<file path="src/hw/reset_cause_pkg.sv">
// Constants, field layout and carrier types of the reset cause block
// Function
// - Debug forced reset leaves all cause flags clear
// - Bad service value resets while watchdog enabled
// - 0x55 then 0xAA restarts watchdog, flags kept
// - Power-on sets bits 7 and 1 only
// - Low-voltage reset sets bit 1, keeps bit 7
// - Other resets flag each active source only
// - Low reset pin level sets bit 6
// - Watchdog timeout sets bit 5; select 0:0 disables
// - Illegal, disabled stop or background opcode sets bit 4
// - Fetch from unimplemented address sets bit 3
// - Force register: debug writes only, reads 0x00
// - Debug writing bit 0 forces full reset
// - Options register takes first write after reset
// - Options bits 7:6 hold watchdog timeout select
// - Options bit 5 enables stop mode
// - Options bit 2 places I2C pins
// - Options bit 1 picks debug pin, restored each reset
// - Options bit 0 makes reset pin, kept
// - Options bit 4 is spare storage only
package reset_cause_pkg;

  // Register select codes on the register port
  localparam logic [1:0] SEL_RESET_CAUSE      = 2'h0;
  localparam logic [1:0] SEL_DEBUG_FORCE      = 2'h1;
  localparam logic [1:0] SEL_SYSTEM_OPTIONS   = 2'h2;

  // Reset cause field positions
  localparam int POWER_ON_BIT    = 7;
  localparam int PIN_BIT         = 6;
  localparam int WATCHDOG_BIT    = 5;
  localparam int OPCODE_BIT      = 4;
  localparam int ADDRESS_BIT     = 3;
  localparam int LOW_VOLTAGE_BIT = 1;

  // Reset values
  localparam logic [7:0] CAUSE_POWER_ON_VALUE = 8'h82;
  localparam logic [7:0] OPTIONS_RESET_VALUE  = 8'hC2;
  localparam logic [7:0] OPTIONS_WRITE_MASK   = 8'hF7;
  localparam logic [7:0] FORCE_READ_VALUE     = 8'h00;
  localparam logic [7:0] UNMAPPED_READ_VALUE  = 8'h00;

  // Watchdog service sequence and force bit
  localparam logic [7:0] SERVICE_FIRST        = 8'h55;
  localparam logic [7:0] SERVICE_SECOND       = 8'hAA;
  localparam logic [1:0] WATCHDOG_OFF         = 2'h0;
  localparam int         FORCE_BIT            = 0;

  // Reset hold time, least time so rounded up
  localparam int CLOCK_PERIOD_PS   = 4000;
  localparam int RESET_HOLD_NS     = 100;
  localparam int RESET_HOLD_CYCLES =
    (RESET_HOLD_NS * 1000 + CLOCK_PERIOD_PS - 1) / CLOCK_PERIOD_PS;
  localparam int HOLD_COUNT_WIDTH  = 5;
  localparam logic [HOLD_COUNT_WIDTH-1:0] HOLD_LOAD =
    HOLD_COUNT_WIDTH'(RESET_HOLD_CYCLES - 1);

  typedef enum logic {
    RUNNING,
    HOLDING
  } run_state_type;

  // Register port request
  typedef struct packed {
    logic [1:0] sel;
    logic       wr;
    logic       rd;
    logic       from_debug;
    logic [7:0] wdata;
  } reg_req_type;

  // Options register field layout
  typedef struct packed {
    logic [1:0] watchdog_timeout_select;
    logic       stop_enable_bit;
    logic       spare;
    logic       unused;
    logic       i2c_pin_select;
    logic       debug_pin_enable;
    logic       reset_pin_enable;
  } options_type;

  typedef struct packed {
    run_state_type                mode;
    logic [HOLD_COUNT_WIDTH-1:0]  hold_count;
    logic [7:0]                   cause;
    logic                         service_armed;
    logic                         watchdog_restart;
    logic                         mcu_reset;
    logic [7:0]                   read_data;
  } core_state_type;

  typedef struct packed {
    logic [7:0] value;
    logic       locked;
  } once_state_type;

  typedef struct packed {
    logic [2:0] stages;
    logic       level;
  } sync_state_type;

endpackage

</file>
<file path="src/hw/reset_cause_and_system_options.sv">
// Reset cause bookkeeping, watchdog service decode and system options
`timescale 1ns/1ps
module reset_cause_and_system_options
  import reset_cause_pkg::*;
(
  input  wire logic        clk,
  input  wire logic        resetn,
  input  wire reg_req_type reg_req,
  output logic [7:0]       read_data,
  input  wire logic        reset_pin_n,
  input  wire logic        low_voltage_trip,
  input  wire logic        low_voltage_reset_enable,
  input  wire logic        watchdog_timeout,
  input  wire logic        illegal_opcode,
  input  wire logic        stop_exec,
  input  wire logic        enter_background_instruction,
  input  wire logic        background_mode_enable,
  input  wire logic        illegal_address,
  output logic             mcu_reset,
  output logic             watchdog_restart,
  output options_type      options
);

  core_state_type state;
  core_state_type next_state;

  // Synchronised pin levels
  logic pin_level;
  logic trip_level;

  // Options register view and its control
  logic [7:0]  options_raw;
  options_type opts;
  logic [7:0]  options_reload_value;
  logic        options_write;

  // Reset source decode
  logic        pin_active;
  logic        low_voltage_active;
  logic        opcode_active;
  logic        address_active;
  logic        watchdog_enabled;
  logic        cause_write;
  logic        bad_service_write;
  logic        watchdog_active;
  logic        force_active;
  logic        any_source;
  logic        holding_source;
  logic [7:0]  entry_cause;

  // Reset pin idles high, so it synchronises from one
  level_sync3 #(
    .INIT (1'b1)
  ) pin_sync (
    .clk    (clk),
    .resetn (resetn),
    .pin    (reset_pin_n),
    .level  (pin_level)
  );

  // Supply trip comes from an analog comparator
  level_sync3 #(
    .INIT (1'b0)
  ) trip_sync (
    .clk    (clk),
    .resetn (resetn),
    .pin    (low_voltage_trip),
    .level  (trip_level)
  );

  // Write-once options; reloaded every cycle the device is in reset
  write_once_reg #(
    .INIT       (OPTIONS_RESET_VALUE),
    .WRITE_MASK (OPTIONS_WRITE_MASK)
  ) options_store (
    .clk          (clk),
    .resetn       (resetn),
    .reload       (state.mcu_reset),
    .reload_value (options_reload_value),
    .write        (options_write),
    .write_data   (reg_req.wdata),
    .value        (options_raw)
  );

  assign opts = options_type'(options_raw);

  // Internal resets keep the reset pin role; debug pin comes back
  always_comb begin
    options_reload_value = OPTIONS_RESET_VALUE;
    options_reload_value[0] = opts.reset_pin_enable;
  end

  // Options writes count only while the device runs
  assign options_write = reg_req.wr
                       && (reg_req.sel == SEL_SYSTEM_OPTIONS)
                       && (state.mode == RUNNING);

  // Pin resets only once the shared pin has its reset role
  assign pin_active = opts.reset_pin_enable && !pin_level;

  // Supply trip resets only when enabled from outside
  assign low_voltage_active = low_voltage_reset_enable
                            && trip_level;

  // Disabled stop and background instructions count as illegal
  assign opcode_active = illegal_opcode
                       || (stop_exec && !opts.stop_enable_bit)
                       || (enter_background_instruction
                           && !background_mode_enable);

  assign address_active = illegal_address;

  // Timeout select of zero turns the watchdog off
  assign watchdog_enabled =
    opts.watchdog_timeout_select != WATCHDOG_OFF;

  // Any write to the cause address is a watchdog service attempt
  assign cause_write = reg_req.wr
                     && (reg_req.sel == SEL_RESET_CAUSE)
                     && (state.mode == RUNNING);

  assign bad_service_write = cause_write
                           && watchdog_enabled
                           && (reg_req.wdata != SERVICE_FIRST)
                           && (reg_req.wdata != SERVICE_SECOND);

  assign watchdog_active = (watchdog_enabled && watchdog_timeout)
                         || bad_service_write;

  // Force reset only from the serial debug path, bit 0 set
  assign force_active = reg_req.wr
                      && reg_req.from_debug
                      && (reg_req.sel == SEL_DEBUG_FORCE)
                      && reg_req.wdata[FORCE_BIT]
                      && (state.mode == RUNNING);

  assign any_source = pin_active || low_voltage_active
                    || opcode_active || address_active
                    || watchdog_active || force_active;

  // Pin and supply hold the device in reset while still active
  assign holding_source = pin_active || low_voltage_active;

  // Cause flags caught at reset entry, low-voltage taking priority
  always_comb begin
    entry_cause = 8'h00;
    if (low_voltage_active) begin
      entry_cause[POWER_ON_BIT]    = state.cause[POWER_ON_BIT];
      entry_cause[LOW_VOLTAGE_BIT] = 1'b1;
    end else if (force_active) begin
      entry_cause = 8'h00;
    end else begin
      entry_cause[PIN_BIT]      = pin_active;
      entry_cause[WATCHDOG_BIT] = watchdog_active;
      entry_cause[OPCODE_BIT]   = opcode_active;
      entry_cause[ADDRESS_BIT]  = address_active;
    end
  end

  // Sequencer, watchdog service decode and read data
  always_comb begin
    next_state                  = state;
    next_state.watchdog_restart = 1'b0;
    unique case (state.mode)
      RUNNING: begin
        if (any_source) begin
          // Flags change only here, never by a software write
          next_state.mode          = HOLDING;
          next_state.hold_count    = HOLD_LOAD;
          next_state.mcu_reset     = 1'b1;
          next_state.cause         = entry_cause;
          next_state.service_armed = 1'b0;
        end else if (cause_write) begin
          if (reg_req.wdata == SERVICE_FIRST) begin
            next_state.service_armed = 1'b1;
          end else if (reg_req.wdata == SERVICE_SECOND) begin
            // Second half restarts the count, flags untouched
            next_state.watchdog_restart = state.service_armed;
            next_state.service_armed    = 1'b0;
          end
        end
      end
      HOLDING: begin
        // Minimum hold first, then wait for held sources to go
        if (state.hold_count != '0) begin
          next_state.hold_count = state.hold_count - 1'b1;
        end else if (!holding_source) begin
          next_state.mode      = RUNNING;
          next_state.mcu_reset = 1'b0;
        end
      end
    endcase

    // Read data is registered; reads have no side effects
    if (reg_req.rd) begin
      unique case (reg_req.sel)
        SEL_RESET_CAUSE: begin
          next_state.read_data = state.cause;
        end
        SEL_DEBUG_FORCE: begin
          next_state.read_data = FORCE_READ_VALUE;
        end
        SEL_SYSTEM_OPTIONS: begin
          next_state.read_data = options_raw;
        end
        default: begin
          next_state.read_data = UNMAPPED_READ_VALUE;
        end
      endcase
    end
  end

  // Power-on: device held in reset, power-on flags set
  always_ff @(posedge clk or negedge resetn) begin
    if (!resetn) begin
      state.mode             <= HOLDING;
      state.hold_count       <= HOLD_LOAD;
      state.cause            <= CAUSE_POWER_ON_VALUE;
      state.service_armed    <= 1'b0;
      state.watchdog_restart <= 1'b0;
      state.mcu_reset        <= 1'b1;
      state.read_data        <= 8'h00;
    end else begin
      state <= next_state;
    end
  end

  // Outputs straight from flip-flops
  assign mcu_reset        = state.mcu_reset;
  assign watchdog_restart = state.watchdog_restart;
  assign read_data        = state.read_data;
  assign options          = opts;

endmodule

</file>
<file path="src/hw/level_sync3.sv">
// Three-stage synchroniser for an asynchronous pin level
`timescale 1ns/1ps
module level_sync3
  import reset_cause_pkg::*;
#(
  parameter logic INIT = 1'b0
) (
  input  wire logic clk,
  input  wire logic resetn,
  input  wire logic pin,
  output logic      level
);

  sync_state_type state;
  sync_state_type next_state;

  // Level moves only once the last two stages agree
  always_comb begin
    next_state           = state;
    next_state.stages[0] = pin;
    next_state.stages[1] = state.stages[0];
    next_state.stages[2] = state.stages[1];
    if (state.stages[1] == state.stages[2]) begin
      next_state.level = state.stages[2];
    end
  end

  // State register
  always_ff @(posedge clk or negedge resetn) begin
    if (!resetn) begin
      state <= '{stages: {3{INIT}}, level: INIT};
    end else begin
      state <= next_state;
    end
  end

  assign level = state.level;

endmodule

</file>
<file path="src/hw/write_once_reg.sv">
// Byte register that honours only the first write after a reload
`timescale 1ns/1ps
module write_once_reg
  import reset_cause_pkg::*;
#(
  parameter logic [7:0] INIT       = 8'h00,
  parameter logic [7:0] WRITE_MASK = 8'hFF
) (
  input  wire logic       clk,
  input  wire logic       resetn,
  input  wire logic       reload,
  input  wire logic [7:0] reload_value,
  input  wire logic       write,
  input  wire logic [7:0] write_data,
  output logic [7:0]      value
);

  once_state_type state;
  once_state_type next_state;

  // Reload reopens the register; first write then locks it
  always_comb begin
    next_state = state;
    if (reload) begin
      next_state.value  = reload_value;
      next_state.locked = 1'b0;
    end else if (write && !state.locked) begin
      next_state.value  = write_data & WRITE_MASK;
      next_state.locked = 1'b1;
    end
  end

  // State register
  always_ff @(posedge clk or negedge resetn) begin
    if (!resetn) begin
      state <= '{value: INIT, locked: 1'b0};
    end else begin
      state <= next_state;
    end
  end

  assign value = state.value;

endmodule

</file>
<file path="config.mk">
export PLATFORM = sky130hd
export DESIGN_NAME = reset_cause_and_system_options
export DESIGN_NICKNAME = d
export VERILOG_FILES = /design/src/hw/reset_cause_pkg.sv /design/src/hw/reset_cause_and_system_options.sv /design/src/hw/level_sync3.sv /design/src/hw/write_once_reg.sv
export SDC_FILE = /design/constraint.sdc
export NUM_CORES = 1
export LEC_CHECK = 0
export ABC_AREA = 1
export BUFFER_PORTS_ARGS = -buffer_cell sky130_fd_sc_hd__buf_2
export CAP_MARGIN = 10
export CORE_ASPECT_RATIO = 1.1
export CORE_MARGIN = 4
export CORE_UTILIZATION = 54
export CTS_CLUSTER_SIZE = 40
export DETAILED_ROUTE_END_ITERATION = 8
export PLACE_DENSITY = 0.79
export REMOVE_ABC_BUFFERS = 1
export SYNTH_ARGS = -nofsm -noshare
export SYNTH_HDL_FRONTEND = slang
export SYNTH_SLANG_ARGS = --single-unit
</file>
<file path="constraint.sdc">
create_clock -name clk -period 1.9 [get_ports clk]
set_input_delay 0.57 -clock clk [delete_from_list [all_inputs] [get_ports clk]]
set_output_delay 0.57 -clock clk [all_outputs]
set_load 0.01 [all_outputs]
</file>
==> results.cfg <==
[critical_path]
r2r_slack_ns = 0.23
end_kind = register
crit-reg2reg-launch = pin_sync.level
timing.rr.end = state[18]
startpoint_type = register
cp.arrival_ns = 1.95
cp_data_required_time_ns = 2.17
path_class = register to register
crit_path_max_fanout = 17
r2r_cells = 10

[yosys]
syn_area_per_cell_sq_um = 9.13
seq_area_frac_synth_pct = 51.0
synth_area_sq_um = 1950
yosys.area.top_type = dfrtp_1
ys_types = 31
yosys_warnings = 0
syn_inst = 213
yosys_register_bits = 39
netlist_top_cells_area = dfrtp_1 33%, dfstp_2 18%, nand2_1 7.9%, buf_4 6.2%, inv_1 5.8%
synth_top_area_share_pct = 33.4

[placement]
hpwl_microns = 2770
port_buffers = 40
placed_cell_area_sq_um = 2120
place.gp.congestion = 0.883

[cts]
cts_tree = built
clk_latency_ns = 0.34
cts_resized = 0
cts_root_buffer = clkbuf_4
post_cts.repair.setup_buffers = 0
cts_buffers = 5
clk_pin_slew_ns = 0.10
htree_levels = 2
cts_hold_buf = 0
cts_buffer_depth = 2
clock-sinks = 39

[route]
routed-wl-met2_microns = 1770
routed_wl_microns = 3520
routed-wl-met3_microns = 172
viasPerCell = 4.82
antenna_left = 0
wl_met1_microns = 1520
drc = 0
first_pass_iters = 4
top_layer = met4
drt_iter0_drc = 105
vias = 1432
wl_per_cell_microns = 11.9

[global_route]
grt_pass1_wl_microns = 6070
grt_usage_pct = 16.8
antenna_found_initial = 0
overflow = 0
grt_pass1_vias = 1368
grt_max_degree = 23

[cells_and_area]
fin_area_sq_um = 2170
multi_input_area_sq_um = 693
n_antenna_cell = 0
drive_above_1_share_pct = 35.7
seq_area_sq_um = 992
final_nets = 273
synthToLayoutAreaGrowth_pct = 11.7
n_fill_cell = 309
fin_util_pct = 63.7

[timing]
drv_slew = 0
rsz0062_at_grt = false
timing.final.crit_period_ns = 1.67
final-hold-violation-count = 0
finalSetupViolations = 0
fin_setup_tns_ns = 0
finClkSkew_ns = 0.00517
fmax_ghz = 0.598
fin_crit_sh_pct = 88.0

[pwr]
power_density_nw_per_um2 = 938
internal-power_uw = 1390
ir_worst_vdd_mv = 0.631
netSwitchingFraction_pct = 32.0
combPwrFrac_pct = 26.6
seqPwrFrac_pct = 54.2
p_leak_uw = 0.00107
clkPwrFrac_pct = 19.2
p_sw_uw = 652

[die]
start_util_pct = 57.0
die_area_sq_um = 4630
ios = 42
core_area_sq_um = 3410
die_w_microns = 65.2
die_h_microns = 71.0
fp-row-count = 22

[status]
status = complete, no violations

[worst_hold_path]
hp-class = input pin to asynchronous set/reset pin

[job]
maxCapViolCount = 0
through the flow:
step | setup WS (ns) | power, uW | instances | hold slack [ns]
global placement | 0.147 | 1640 | 289 | 0.333
finish | 0.228 | 2040 | 297 | 0.145
floorplan | 0.309 | 1480 | 194 | 0.274
global route | 0.0111 | 2180 | 297 | 0.157
detailed placement | 0.112 | 1660 | 289 | 0.337
CTS | 0.207 | 2060 | 297 | 0.146
layer usage:
| metal | track usage, % | up-vias |
|---|---|---|
| met2 | 28.1 | 29 |
| li1 | - | 726 |
| met3 | 4.44 | 6 |
| met4 | 5.53 | 0 |
| met5 | 0 | - |
| met1 | 21.1 | 671 |
how the worst max path moves through the flow:
stage,startpoint,endpoint,slack (ns),cells after the start
floorplan,low_voltage_reset_enable,state[18],0.31,9
global placement,reg_req[11],state[18],0.15,10
detailed placement,low_voltage_reset_enable,state[10],0.11,10
CTS,pin_sync.level,state[19],0.21,10
global route,pin_sync.level,state[10],0.01,10
finish,pin_sync.level,state[18],0.23,10
layout by cell type, fill, tap and decap left out, types with 6 or more instances in the layout:
master | netlist | layout
a21oi_1 | 6 | 6
buf_2 | 0 | 40
buf_4 | 16 | 6
dfrtp_1 | 26 | 26
dfstp_2 | 13 | 13
inv_1 | 30 | 30
nand2_1 | 41 | 41
nand3_1 | 10 | 10
nor2_1 | 18 | 18
o21ai_0 | 7 | 7
kinds of logic after synthesis:
group	after synthesis	share of synthesized area, %
buffers and inverters	49	13.4
adder cells (fa/ha/maj)	3	1.67
flip-flops	39	51.0
AND/OR/NAND/NOR	90	22.5
AO/OA/AOI/OAI	29	10.4
other	1	0.193
XOR/XNOR	2	0.900
synth_stat cells:
cell	instances
dfstp_2	13
nor3b_1	1
nand4_1	3
nor2_2	5
a21oi_4	1
nand3_4	1
nand2_1	41
buf_4	16
clkbuf_1	2
a31oi_1	5
xor2_1	2
a21boi_1	1
ha_1	1
nand2_2	5
a22oi_4	1
buf_12	1
nor2_4	2
o21ai_2	5
nand3_2	2
o22ai_1	1
nand3_1	10
nor2_1	18
dfrtp_1	26
o21ai_1	2
inv_1	30
conb_1	1
nor4_1	1
maj3_1	2
o21ai_0	7
a21oi_1	6
nand2_4	1
power by group through the flow:
stage / clock [uW] / sequential, uW / combinational [uW]
global placement: 0 / 1110 / 531
floorplan: 0 / 1110 / 365
CTS: 408 / 1100 / 551
global route: 441 / 1130 / 609
detailed placement: 0 / 1120 / 547
finish: 392 / 1110 / 541
worst max-delay path: stages, from the launching register on:
cell and delay [ns]:
dfstp_2 0.55, inv_1 0.06, nand2_1 0.05, nand2_1 0.06, nor2_1 0.11, nand2_2 0.07
nor2_2 0.13, nand3_4 0.11, nand2_4 0.24, inv_1 0.09, a21boi_1 0.13
state kept, by name, summed over array words and instances, names as in the netlist, 2 cells and up:
signal                count
read_data                 8
state                    13
trip_sync.next_state      2
pin_sync.next_state       2
options_store.value       7
cell type report:
class                      count  share of cell area, %
sequential                    39                   45.7
multi-input combinational    125                   31.9
timing repair buffer          47                   12.2
inverter                      30                   5.18
tap                           48                   2.76
clock buffer                   7                   2.07
clock inverter                 1                  0.230
(Power assumes the default switching activity.)
